==> src/rtl/ssd_regs.svh <==
// Constants for the script I/O and read/write instruction decoder
// How it works
// - Select with bit 24 set asserts ATN during the following selection phase.
// - Bit 24 on any other I/O instruction flags an illegal instruction.
// - Destination SCSI ID comes from instruction bits 19 down to 16.
// - Bit 10 makes Set force carry to one, Clear force it zero.
// - Bit 9 with Set enters target role; with Clear returns to initiator.
// - Bit 6 is ACK, bit 3 is ATN in the output control latch.
// - ACK and ATN reach the bus only as initiator or in loopback.
// - Failed selection or reselection fetches from the second dword address.
// - Relative modes add signed 24-bit second dword to the script pointer.
// - Read/write combines a chip register with the first-byte register.
// - Bits 31-30 type, 29-27 opcode; 000 to 100 are I/O.
// - Operator bits 26-24 with opcode 111, 110 or 101 pick the operation.
// - Bit 23 uses the first-byte register instead of the immediate byte.
// - Bits 22-16 address the 8-bit internal register.
// - Bits 15-8 give the immediate byte second operand.
// - Read-modify-write writes the result back into the addressed register.
// - Operator 000 loads the operand into the opcode's destination.
// - Operator 001 shifts left; opcode 101 takes the first-byte register.
// - Read/write second dword is held as the destination address.
// - Operators 010, 011, 100 are OR, XOR and AND.
// - Operator 101 shifts right by one bit.
// - Operator 110 adds without carry, 111 adds with carry.
`ifndef SSD_REGS_SVH
`define SSD_REGS_SVH
`define SSD_OFS_INSTR0   12'h000
`define SSD_OFS_INSTR1   12'h004
`define SSD_OFS_CTRL     12'h008
`define SSD_OFS_STATUS   12'h00c
`define SSD_OFS_SCTL0    12'h010
`define SSD_OFS_OCL      12'h014
`define SSD_OFS_SCSI_TEST_SECOND   12'h018
`define SSD_OFS_FBR      12'h01c
`define SSD_OFS_DSP      12'h020
`define SSD_OFS_ALT      12'h024
`define SSD_OFS_DEST     12'h028
`define SSD_OFS_DSTID    12'h02c
`define SSD_OFS_RFILE    12'h200
`define SSD_BIT_GO       0
`define SSD_BIT_ILLEGAL  0
`define SSD_BIT_CARRY    1
`define SSD_BIT_ALTVAL   2
`define SSD_BIT_SELATN   3
`define SSD_BIT_TARGET   0
`define SSD_BIT_OCL_ACK  6
`define SSD_BIT_OCL_ATN  3
`define SSD_BIT_LOOPBK   4
`define SSD_IR_SELATN    24
`define SSD_IR_REL       26
`define SSD_IR_TBL       25
`define SSD_IR_USEFBR    23
`define SSD_IR_CARRY     10
`define SSD_IR_TARGET    9
`define SSD_IR_ACK       6
`define SSD_IR_ATN       3
`define SSD_TYPE_RW      2'h1
`define SSD_TYPE_IO      2'h1
`define SSD_OPC_SELECT   3'h0
`define SSD_OPC_WDISC    3'h1
`define SSD_OPC_WRESEL   3'h2
`define SSD_OPC_SET      3'h3
`define SSD_OPC_CLEAR    3'h4
`define SSD_OPC_FROMFBR  3'h5
`define SSD_OPC_TOFBR    3'h6
`define SSD_OPC_RMW      3'h7
`define SSD_RST_BYTE     8'h00
`define SSD_RST_WORD     32'h0000_0000
`endif

==> src/rtl/ssd_pkg.sv <==
// Types for the script instruction decoder
package ssd_pkg;
  typedef logic [7:0]  ssd_byte_t;
  typedef logic [31:0] ssd_word_t;
  typedef enum logic [2:0] {
    SSD_ALU_LOAD, SSD_ALU_SHL, SSD_ALU_OR, SSD_ALU_XOR,
    SSD_ALU_AND, SSD_ALU_SHR, SSD_ALU_ADD, SSD_ALU_ADC
  } ssd_alu_op_t;
endpackage : ssd_pkg

==> src/rtl/ssd_decoder.sv <==
// Script I/O and read/write instruction decoder with Wishbone registers
//
// The Wishbone slave port and the register addresses were left to the implementer.
`timescale 1ns/100ps
`include "ssd_regs.svh"
module ssd_decoder (
  input  wire logic        clk_i,
  input  wire logic        rst_i,
  input  wire logic        wb_cyc_i,
  input  wire logic        wb_stb_i,
  input  wire logic        wb_we_i,
  input  wire logic [11:0] wb_adr_i,
  input  wire logic [3:0]  wb_sel_i,
  input  wire logic [31:0] wb_dat_i,
  output logic      [31:0] wb_dat_o,
  output logic             wb_ack_o,
  input  wire logic        sel_phase_i,
  input  wire logic        sel_fail_i,
  output logic             scsi_atn_o,
  output logic             scsi_atn_oe_o,
  output logic             scsi_ack_o,
  output logic             scsi_ack_oe_o,
  output logic             illegal_o,
  output logic             alt_fetch_o,
  output logic      [31:0] alt_addr_o,
  output logic      [3:0]  dest_id_o
);

  ////////////////////////////////////////////////////////////////////////////
  // ALU
  function automatic logic [8:0] ssd_alu(input logic [2:0] op,
                                         input logic [7:0] src,
                                         input logic [7:0] opnd,
                                         input logic       cin);
    logic [8:0] r;
    r = 9'h000;
    unique case (ssd_pkg::ssd_alu_op_t'(op))
      ssd_pkg::SSD_ALU_LOAD: r = {cin, opnd};
      ssd_pkg::SSD_ALU_SHL:  r = {src[7], src[6:0], 1'b0};
      ssd_pkg::SSD_ALU_OR:   r = {cin, src | opnd};
      ssd_pkg::SSD_ALU_XOR:  r = {cin, src ^ opnd};
      ssd_pkg::SSD_ALU_AND:  r = {cin, src & opnd};
      ssd_pkg::SSD_ALU_SHR:  r = {src[0], 1'b0, src[7:1]};
      ssd_pkg::SSD_ALU_ADD:  r = {1'b0, src} + {1'b0, opnd};
      ssd_pkg::SSD_ALU_ADC:  r = {1'b0, src} + {1'b0, opnd} + {8'h00, cin};
    endcase
    return r;
  endfunction : ssd_alu

  ////////////////////////////////////////////////////////////////////////////
  // Registers
  ssd_pkg::ssd_word_t ir0_q;
  ssd_pkg::ssd_word_t ir1_q;
  ssd_pkg::ssd_word_t dsp_q;
  ssd_pkg::ssd_word_t dest_q;
  ssd_pkg::ssd_byte_t sctl0_q;
  ssd_pkg::ssd_byte_t ocl_q;
  ssd_pkg::ssd_byte_t scsi_test_second_q;
  ssd_pkg::ssd_byte_t fbr_q;
  ssd_pkg::ssd_byte_t rfile_q [0:127];
  logic               carry_q;
  logic               go_q;
  logic               sel_atn_q;
  logic               io_pend_q;
  logic [2:0]         phase_s_q;
  logic [2:0]         fail_s_q;
  logic               phase_q;
  logic               fail_q;
  logic               fail_d;

  ////////////////////////////////////////////////////////////////////////////
  // Instruction fields
  logic       is_rw;
  logic [2:0] opc;
  logic [2:0] oper;
  logic [6:0] radr;
  logic [7:0] imm;
  logic [7:0] src;
  logic [7:0] opnd;
  logic [8:0] res;
  logic       is_set;
  logic       is_clr;
  logic       wr_en;
  logic       rd_en;
  logic       rf_hit;

  assign opc    = ir0_q[29:27];
  assign is_rw  = (opc > `SSD_OPC_CLEAR);
  assign oper   = ir0_q[26:24];
  assign radr   = ir0_q[22:16];
  assign imm    = ir0_q[15:8];
  assign is_set = go_q && !is_rw && (opc == `SSD_OPC_SET);
  assign is_clr = go_q && !is_rw && (opc == `SSD_OPC_CLEAR);
  // Move from first-byte takes it as source, others the addressed register
  assign src    = (opc == `SSD_OPC_FROMFBR) ? fbr_q : rfile_q[radr];
  assign opnd   = ir0_q[`SSD_IR_USEFBR] ? fbr_q : imm;
  assign res    = ssd_alu(oper, src, opnd, carry_q);
  assign wr_en  = wb_cyc_i && wb_stb_i && wb_we_i && wb_ack_o;
  assign rd_en  = wb_cyc_i && wb_stb_i && !wb_we_i && !wb_ack_o;
  assign rf_hit = (wb_adr_i[11:9] == 3'h1) && (wb_adr_i[1:0] == 2'h0);

  ////////////////////////////////////////////////////////////////////////////
  // Pin synchronisers, change counts once stages two and three agree
  always_ff @(posedge clk_i) begin
    if (rst_i) begin
      phase_s_q <= 3'h0;
      fail_s_q  <= 3'h0;
      phase_q   <= 1'b0;
      fail_q    <= 1'b0;
    end else begin
      phase_s_q <= {phase_s_q[1:0], sel_phase_i};
      fail_s_q  <= {fail_s_q[1:0], sel_fail_i};
      if (phase_s_q[1] == phase_s_q[2]) begin
        phase_q <= phase_s_q[2];
      end
      if (fail_s_q[1] == fail_s_q[2]) begin
        fail_q <= fail_s_q[2];
      end
    end
  end

  assign fail_d = (fail_s_q[1] == fail_s_q[2]) && fail_s_q[2] && !fail_q;

  ////////////////////////////////////////////////////////////////////////////
  // Wishbone slave, writes land at the edge where ack is sampled
  always_ff @(posedge clk_i) begin
    if (rst_i) begin
      wb_ack_o <= 1'b0;
    end else begin
      wb_ack_o <= wb_cyc_i && wb_stb_i && !wb_ack_o;
    end
  end

  always_ff @(posedge clk_i) begin
    if (rst_i) begin
      wb_dat_o <= `SSD_RST_WORD;
    end else if (rd_en) begin
      wb_dat_o <= `SSD_RST_WORD;
      if (rf_hit) begin
        wb_dat_o <= {24'h000000, rfile_q[wb_adr_i[8:2]]};
      end else begin
        unique case (wb_adr_i)
          `SSD_OFS_INSTR0: wb_dat_o <= ir0_q;
          `SSD_OFS_INSTR1: wb_dat_o <= ir1_q;
          `SSD_OFS_STATUS: wb_dat_o <= {28'h0000000, sel_atn_q, alt_fetch_o,
                                        carry_q, illegal_o};
          `SSD_OFS_SCTL0:  wb_dat_o <= {24'h000000, sctl0_q};
          `SSD_OFS_OCL:    wb_dat_o <= {24'h000000, ocl_q};
          `SSD_OFS_SCSI_TEST_SECOND: wb_dat_o <= {24'h000000, scsi_test_second_q};
          `SSD_OFS_FBR:    wb_dat_o <= {24'h000000, fbr_q};
          `SSD_OFS_DSP:    wb_dat_o <= dsp_q;
          `SSD_OFS_ALT:    wb_dat_o <= alt_addr_o;
          `SSD_OFS_DEST:   wb_dat_o <= dest_q;
          `SSD_OFS_DSTID:  wb_dat_o <= {28'h0000000, dest_id_o};
          default:         wb_dat_o <= `SSD_RST_WORD;
        endcase
      end
    end
  end

  ////////////////////////////////////////////////////////////////////////////
  // Instruction words, pointer and start pulse
  always_ff @(posedge clk_i) begin
    if (rst_i) begin
      ir0_q <= `SSD_RST_WORD;
      ir1_q <= `SSD_RST_WORD;
      dsp_q <= `SSD_RST_WORD;
      go_q  <= 1'b0;
    end else begin
      go_q <= wr_en && wb_sel_i[0] && (wb_adr_i == `SSD_OFS_CTRL)
              && wb_dat_i[`SSD_BIT_GO];
      if (wr_en && (wb_adr_i == `SSD_OFS_INSTR0) && (wb_sel_i == 4'hf)) begin
        ir0_q <= wb_dat_i;
      end
      if (wr_en && (wb_adr_i == `SSD_OFS_INSTR1) && (wb_sel_i == 4'hf)) begin
        ir1_q <= wb_dat_i;
      end
      if (wr_en && (wb_adr_i == `SSD_OFS_DSP) && (wb_sel_i == 4'hf)) begin
        dsp_q <= wb_dat_i;
      end
    end
  end

  ////////////////////////////////////////////////////////////////////////////
  // Read/write execution: chip registers and first-byte register
  always_ff @(posedge clk_i) begin
    if (go_q && is_rw && (opc != `SSD_OPC_TOFBR)) begin
      rfile_q[radr] <= res[7:0];
    end else if (wr_en && rf_hit && wb_sel_i[0]) begin
      rfile_q[wb_adr_i[8:2]] <= wb_dat_i[7:0];
    end
  end

  always_ff @(posedge clk_i) begin
    if (rst_i) begin
      fbr_q  <= `SSD_RST_BYTE;
      dest_q <= `SSD_RST_WORD;
    end else if (go_q && is_rw) begin
      dest_q <= ir1_q;
      if (opc == `SSD_OPC_TOFBR) begin
        fbr_q <= res[7:0];
      end
    end else if (wr_en && wb_sel_i[0] && (wb_adr_i == `SSD_OFS_FBR)) begin
      fbr_q <= wb_dat_i[7:0];
    end
  end

  ////////////////////////////////////////////////////////////////////////////
  // Carry flag
  always_ff @(posedge clk_i) begin
    if (rst_i) begin
      carry_q <= 1'b0;
    end else if ((is_set || is_clr) && ir0_q[`SSD_IR_CARRY]) begin
      carry_q <= is_set;
    end else if (go_q && is_rw) begin
      carry_q <= res[8];
    end
  end

  ////////////////////////////////////////////////////////////////////////////
  // Role, output latch and test registers
  always_ff @(posedge clk_i) begin
    if (rst_i) begin
      sctl0_q  <= `SSD_RST_BYTE;
      ocl_q    <= `SSD_RST_BYTE;
      scsi_test_second_q <= `SSD_RST_BYTE;
    end else begin
      if ((is_set || is_clr) && ir0_q[`SSD_IR_TARGET]) begin
        sctl0_q[`SSD_BIT_TARGET] <= is_set;
      end else if (wr_en && wb_sel_i[0] && (wb_adr_i == `SSD_OFS_SCTL0)) begin
        sctl0_q <= wb_dat_i[7:0];
      end
      if (is_set || is_clr) begin
        if (ir0_q[`SSD_IR_ACK]) begin
          ocl_q[`SSD_BIT_OCL_ACK] <= is_set;
        end
        if (ir0_q[`SSD_IR_ATN]) begin
          ocl_q[`SSD_BIT_OCL_ATN] <= is_set;
        end
      end else if (wr_en && wb_sel_i[0] && (wb_adr_i == `SSD_OFS_OCL)) begin
        ocl_q <= wb_dat_i[7:0];
      end
      if (wr_en && wb_sel_i[0] && (wb_adr_i == `SSD_OFS_SCSI_TEST_SECOND)) begin
        scsi_test_second_q <= wb_dat_i[7:0];
      end
    end
  end

  ////////////////////////////////////////////////////////////////////////////
  // I/O decode: illegal flag, destination ID, select with attention
  always_ff @(posedge clk_i) begin
    if (rst_i) begin
      illegal_o <= 1'b0;
    end else if (go_q && !is_rw && ir0_q[`SSD_IR_SELATN]
                 && (opc != `SSD_OPC_SELECT)) begin
      illegal_o <= 1'b1;
    end else if (wr_en && wb_sel_i[0] && (wb_adr_i == `SSD_OFS_STATUS)
                 && wb_dat_i[`SSD_BIT_ILLEGAL]) begin
      illegal_o <= 1'b0;
    end
  end

  always_ff @(posedge clk_i) begin
    if (rst_i) begin
      dest_id_o <= 4'h0;
      sel_atn_q <= 1'b0;
      io_pend_q <= 1'b0;
    end else if (go_q && !is_rw) begin
      dest_id_o <= ir0_q[19:16];
      io_pend_q <= (opc == `SSD_OPC_SELECT) || (opc == `SSD_OPC_WRESEL);
      sel_atn_q <= (opc == `SSD_OPC_SELECT) && ir0_q[`SSD_IR_SELATN];
    end else if (fail_d || (!phase_s_q[2] && phase_q
                            && (phase_s_q[1] == phase_s_q[2]))) begin
      sel_atn_q <= 1'b0;
      io_pend_q <= io_pend_q && !fail_d;
    end
  end

  ////////////////////////////////////////////////////////////////////////////
  // Alternate fetch address on failed selection
  always_ff @(posedge clk_i) begin
    if (rst_i) begin
      alt_addr_o  <= `SSD_RST_WORD;
      alt_fetch_o <= 1'b0;
    end else begin
      alt_fetch_o <= fail_d && io_pend_q;
      if (fail_d && io_pend_q) begin
        if (ir0_q[`SSD_IR_REL]) begin
          alt_addr_o <= dsp_q + {{8{ir1_q[23]}}, ir1_q[23:0]};
        end else begin
          alt_addr_o <= ir1_q;
        end
      end
    end
  end

  ////////////////////////////////////////////////////////////////////////////
  // SCSI drive, only as initiator or in loopback
  always_ff @(posedge clk_i) begin
    if (rst_i) begin
      scsi_atn_o    <= 1'b0;
      scsi_atn_oe_o <= 1'b0;
      scsi_ack_o    <= 1'b0;
      scsi_ack_oe_o <= 1'b0;
    end else begin
      scsi_atn_o    <= ocl_q[`SSD_BIT_OCL_ATN] || (sel_atn_q && phase_q);
      scsi_ack_o    <= ocl_q[`SSD_BIT_OCL_ACK];
      scsi_atn_oe_o <= (!sctl0_q[`SSD_BIT_TARGET] || scsi_test_second_q[`SSD_BIT_LOOPBK])
                       && (ocl_q[`SSD_BIT_OCL_ATN] || (sel_atn_q && phase_q));
      scsi_ack_oe_o <= (!sctl0_q[`SSD_BIT_TARGET] || scsi_test_second_q[`SSD_BIT_LOOPBK])
                       && ocl_q[`SSD_BIT_OCL_ACK];
    end
  end

endmodule : ssd_decoder

==> config.mk <==
export PLATFORM = sky130hd
export DESIGN_NAME = ssd_decoder
export DESIGN_NICKNAME = d
export VERILOG_FILES = /design/src/rtl/ssd_pkg.sv /design/src/rtl/ssd_decoder.sv
export VERILOG_INCLUDE_DIRS = /design/src /design/src/rtl
export SDC_FILE = /design/constraint.sdc
export NUM_CORES = 2
export LEC_CHECK = 0
export BUFFER_PORTS_ARGS = -buffer_cell sky130_fd_sc_hd__buf_2
export CAP_MARGIN = 30
export CORE_MARGIN = 4
export CORE_UTILIZATION = 40
export CTS_CLUSTER_DIAMETER = 200
export DETAILED_ROUTE_END_ITERATION = 12
export PLACE_DENSITY = 0.66
export SLEW_MARGIN = 15
export SYNTH_ARGS = -nofsm -noshare
export SYNTH_HDL_FRONTEND = slang
export SYNTH_SLANG_ARGS = --single-unit
==> constraint.sdc <==
create_clock -name clk_i -period 32.6 [get_ports clk_i]
set_input_delay 4.89 -clock clk_i [delete_from_list [all_inputs] [get_ports clk_i]]
set_output_delay 4.89 -clock clk_i [all_outputs]
set_load 0.1 [all_outputs]
Yosys cells after proc, flatten, opt, wreduce, memory -nomap -nowiden
Memories as Yosys holds them, arrays and structs flattened. A register that Yosys moved wholly into a read port is not among the register bits. Index checks and enable logic that the tools add are counted.

Memories kept: 1. Register bits: 247. Bits of input ports: 55. Logic and storage cells: 181. Memory bits (writable): 1024.

Multiplexer cells: 34. Equality and inequality tests: 35. Order comparisons: 1. Reductions and logical operators: 73. Bitwise logic cells: 5. Add/subtract/negate cells: 3.

Memory list: rfile_q (depth 128, width 8, rd ports 2, clocked after Yosys merged registers in 1, wr ports 1, line ssd_decoder.sv:60) `ssd_pkg::ssd_byte_t rfile_q [0:127];`.

Operators with widths (count): $pmux 32 s11 (1); $pmux 9 s8 (1); $mux 32 (2); $eq 12x5->1 const B (4); $eq 12x6->1 const B (4); $mux 8 (6); $logic_and 1x1->1 (43); $add 32x32->32 (1); $mux 7 (4); $eq 12x4->1 const B (2); $eq 3x3->1 const B (7); $mux 1 (20); $ne 2x2->1 const B (7); $eq 12x3->1 const B (1); $eq 3x2->1 const B (4); $logic_not 12->1 (1); $reduce_bool 2->1 (6); $reduce_and 2->1 (5); $add 8x8->9 (1); $add 9x1->9 (1); $and 8x8->8 (1); $or 8x8->8 (1); $reduce_or 8->1 (1); $xor 8x8->8 (1); other kinds (12) (26).

Longest topological paths before layout
Depth in word-level cells: 10. Gate-level depth with buffers: 24. Mapped depth without buffers: 18.

Worst setup path after synthesis
No wires, ideal clock.

Path kind: input port to flip-flop. Start point: input wb_we_i. End point: memory rfile_q[0][5] (netlist name) (data pin). Setup time: 1197 ps. Path slack: 20409 ps. Stages: 7. Data arrival time: 10994 ps. Cell sequence: nand3_1 or2_0 nor3b_2 clkbuf_1 clkbuf_1 clkbuf_1 o21ai_0.

Longest elaborated chain between the ends: 9.

RTL lines: start: declaration (line ssd_decoder.sv:11) `input wire logic wb_we_i,`; $logic_and 1x1->1 (2 in series) (line ssd_decoder.sv:98) `assign wr_en = wb_cyc_i && wb_stb_i && wb_we_i && wb_ack_o;`; $logic_and 1x1->1 (2 in series) (line ssd_decoder.sv:189) `end else if (wr_en && rf_hit && wb_sel_i[0]) begin`; $mux 1 (line ssd_decoder.sv:189); $mux 1 (line ssd_decoder.sv:187) `` if (go_q && is_rw && (opc != `SSD_OPC_TOFBR)) begin ``; $mux 1 (not written as such) (line ssd_decoder.sv:190) `rfile_q[wb_adr_i[8:2]] <= wb_dat_i[7:0];`; $reduce_or 8->1 (no line); $mux 8 (no line); end: declaration (line ssd_decoder.sv:60).

Every way passes these cells.

==> summary.md <==
| Metric | Value |
|---|---|
| # DRC | `0` |
| WL met2 | `93,000 um` |
| Die height | `401 um` |
| Flops & latches, synth | `1,278` |
| CTS Buf Count | `136` |
| CP Data Arrival Time | `9.62 ns` |
| Final Cycle Share | `28.2%` |
| CTS tree | `done` |
| Slew margin rel. | `20.9%` |
| # hold bufs at CTS | `0` |
| Area grow syn2layout | `11.8%` |
| Maximum fanout along the worst path | `72` |
| Syn Inst Count | `4,139` |
| EDFF count, synth | `1,024` |
| WL/cell | `32.3 um` |
| Pins over their slew limit | `0` |
| Min-Delay Path Class | `reg -> reg` |
| CTS resizes | `0` |
| Number of buffers added on ports | `129` |
| Worst setup SP type | `flip-flop` |
| Initial core utilization | `40.2%` |
| XOR/XNOR Fraction of Synth Area | `0.523%` |
| Clock Latency Late Sink | `0.81 ns` |
| Count of cell types in the netlist | `84` |
| 1st-iter DRT viols | `6,524` |
| Fin Clk Skew | `0.0638 ns` |
| Synth Flop Type | `edfxtp_1` |
| PwrDens | `48.5 nW/um2` |
| Synth Area in Compound Gates | `6.86%` |
| Clock Sinks | `1,278` |
| Measured slew at the worst slew-check pin | `1.18 ns` |
| Post-CTS setup buffers | `0` |
| Total grt overflow | `0` |
| Seq/Total Area, Yosys | `57.9%` |
| Multiplexer area fraction after synthesis | `24.3%` |
| Metal1 wirelength | `75,000 um` |
| Fill cells | `13,350` |
| First-pass GRT wire length | `294,000 um` |
| Core area | `154,000 um2` |
| Ys Warns | `0` |
| Detail Route Antenna Nets | `0` |
| Max cap viols | `0` |
| Critical Path End Type | `flip-flop` |
| Die width | `401 um` |
| Crit Path Class | `reg -> reg` |
| Via/cell ratio | `6.52` |
| Area of the multi-input gates | `24,500 um2` |
| Pwr Total | `3.36 mW` |
| Final net count | `4,319` |
| H-tree depth reported by CTS | `4` |
| Largest net degree at the start of global routing | `169` |
| Syn Area/Cell | `15.0 um2` |
| Ys async rst share | `0%` |
| Synth Area in Simple Gates | `6.57%` |
| Final worst path period need | `9.21 ns` |
| Leak Pwr | `21.2 nW` |
| Fmax achieved | `109 MHz` |
| Post-synth top area cell | `edfxtp_1` |
| Largest cells by area after synthesis | `edfxtp_1 (50%), mux4_2 (21%), dfxtp_1 (8.2%), mux2i_1 (3.3%), nand2_1 (2.6%)` |
| Ports | `130` |
| DIE AREA | `161,000 um2` |
| Clock Tree Buf Depth | `3` |
| Worst VDD drop | `0.0000446 V` |
| Clock-pin slew on the worst setup and hold paths | `0.06 ns` |
| Post-Syn Area | `61,900 um2` |
| Initial antenna violation count | `10` |
| Routed WL | `206,000 um` |
| Vias after detailed routing | `41,499` |
| Total GRT Usage | `24.9%` |
| # setup viols final | `0` |
| DR WL met3 | `27,100 um` |
| Status | `completed` |
| Required @ worst endpoint | `33.01 ns` |
| Final hold vios | `0` |
| Setup_tns | `0 ns` |
| Synth top area share | `49.7%` |
| Fraction of final layout cells sized beyond drive strength 1 | `24.9%` |
| Max layer used | `met5` |
| Routability cong. | `0.943` |
| RSZ-0062 raised after global routing | `false` |
| Net Count, Synth | `4,246` |
| Detailed placement HPWL | `134,000 um` |
| Largest family of logic cells by synthesized area | `multiplexers` |
| FP Rows | `144` |
| Post-Synth Adder-Cell Area | `1.08%` |
| Clk root buf | `clkbuf_16` |
| DRT Pass-1 Iters | `8` |
| Area occupied by registers | `35,900 um2` |
| Vias in the first global route | `39,733` |
-- cell usage after synthesis, types with 8 or more instances --
cell	count
buf_6	16
clkbuf_1	176
and3_1	13
buf_1	24
nand4_1	14
o22ai_1	26
nand2_1	422
a21o_1	23
and2_1	12
o211ai_1	9
nor3b_1	8
or2_2	10
edfxtp_1	1024
xnor2_1	19
mux2_2	16
a21oi_1	267
a31oi_1	35
buf_2	67
xor2_1	18
nand2b_1	21
nand3b_1	8
nand3_1	62
buf_4	18
mux4_2	564
o21ai_0	96
a311oi_1	8
a211oi_1	27
or3_1	10
dfxtp_1	254
nor2_1	286
nor2b_1	28
mux2i_1	202
a221oi_1	9
o221ai_1	18
inv_1	54
ha_1	50
a22oi_1	87
nor3_1	25
-- registers in the layout (all words and copies together) (netlist names), 32 cells and up, named ones only --
signal / flops
dsp_q: 32
dest_q: 32
alt_addr_o: 32
rfile_q: 1024
wb_dat_o: 32
ir1_q: 32
ir0_q: 32
-- report_power, final --
part           internal [mW]  switching [mW]
Clock                  0.857           0.681
Combinational         0.0300          0.0516
Sequential              1.74        0.000459
-- cell usage in the layout (no fill, tap or decap), types with 52 or more instances in the layout --
cell and instances:
edfxtp_1 1024, mux4_2 564, nand2_1 420, nor2_1 281, a21oi_1 267, dfxtp_1 247
mux2i_1 201, clkbuf_16 136, buf_2 126, buf_4 97, o21ai_0 91, a22oi_1 87
nand3_1 61, inv_1 52
-- stage by stage --
| step | setup WS (ns) | cells | instance area [um2] | util (%) | hold WS (ns) |
|---|---|---|---|---|---|
| final | 23.39 | 6368 | 69200 | 45.0 | 0.453 |
| after CTS | 23.65 | 6362 | 69200 | 44.9 | 0.454 |
| after global routing | 23.13 | 6366 | 69200 | 45.0 | 0.468 |
| after detailed placement | 22.92 | 6114 | 64700 | 42.1 | 0.434 |
| after floorplan | 20.41 | 4139 | 61900 | - | 0.414 |
| after global placement | 22.89 | 6103 | 64600 | 42.0 | 0.426 |
-- final timing paths --
| path | start | endpoint | slack [ns] | depth (start not counted) |
|---|---|---|---|---|
| max reg2reg | flip-flop | rfile_q[25][6] | 23.39 | 19 |
| max | flip-flop | rfile_q[25][6] | 23.39 | 19 |
| min | dest_q[2] | dest_q[2] | 0.45 | 2 |
| min reg2reg | dest_q[2] | dest_q[2] | 0.45 | 2 |
-- cells by family (layout without fill, tap and decap cells) --
group	count (synthesis)	after routing
XOR/XNOR	37	37
multiplexers	788	788
flip-flops	1278	1278
buffers and inverters	365	548
AND/OR/NAND/NOR	939	939
adder cells (fa/ha/maj)	52	52
AO/OA/AOI/OAI	680	680
other	0	2
-- layout make-up --
class	instances	area share (%)
flip-flops and latches	1278	51.8
multi-input cells	2496	35.4
clock buffers	166	5.16
well taps	2044	3.69
repair buffers	240	2.40
clock inverters	82	1.22
inverters	60	0.329
diodes	2	0.00723
-- metal layers --
layer  track usage (%)  vias up
met3              7.91      551
met2              37.7     3102
li1                  -    16690
met1              33.1    21144
met5                 0        -
met4              10.9       12
-- worst max-delay path: stages, from the launching register on --
cell and delay [ns]:
dfxtp_4 0.64, buf_4 0.63, buf_4 0.70, buf_4 0.75, mux4_2 0.48, a2111oi_0 0.65, a2111oi_0 0.21, buf_1 0.19
a21oi_1 0.54, mux2_2 0.33, ha_1 0.29, o21ai_0 0.16, inv_1 0.07, a211oi_1 0.46, nand3_1 0.19, xnor2_1 0.19
nand3_1 0.11, a31oi_1 0.41, mux2_4 0.68, buf_4 0.84
Note: power is estimated with default switching activity, not from simulation.
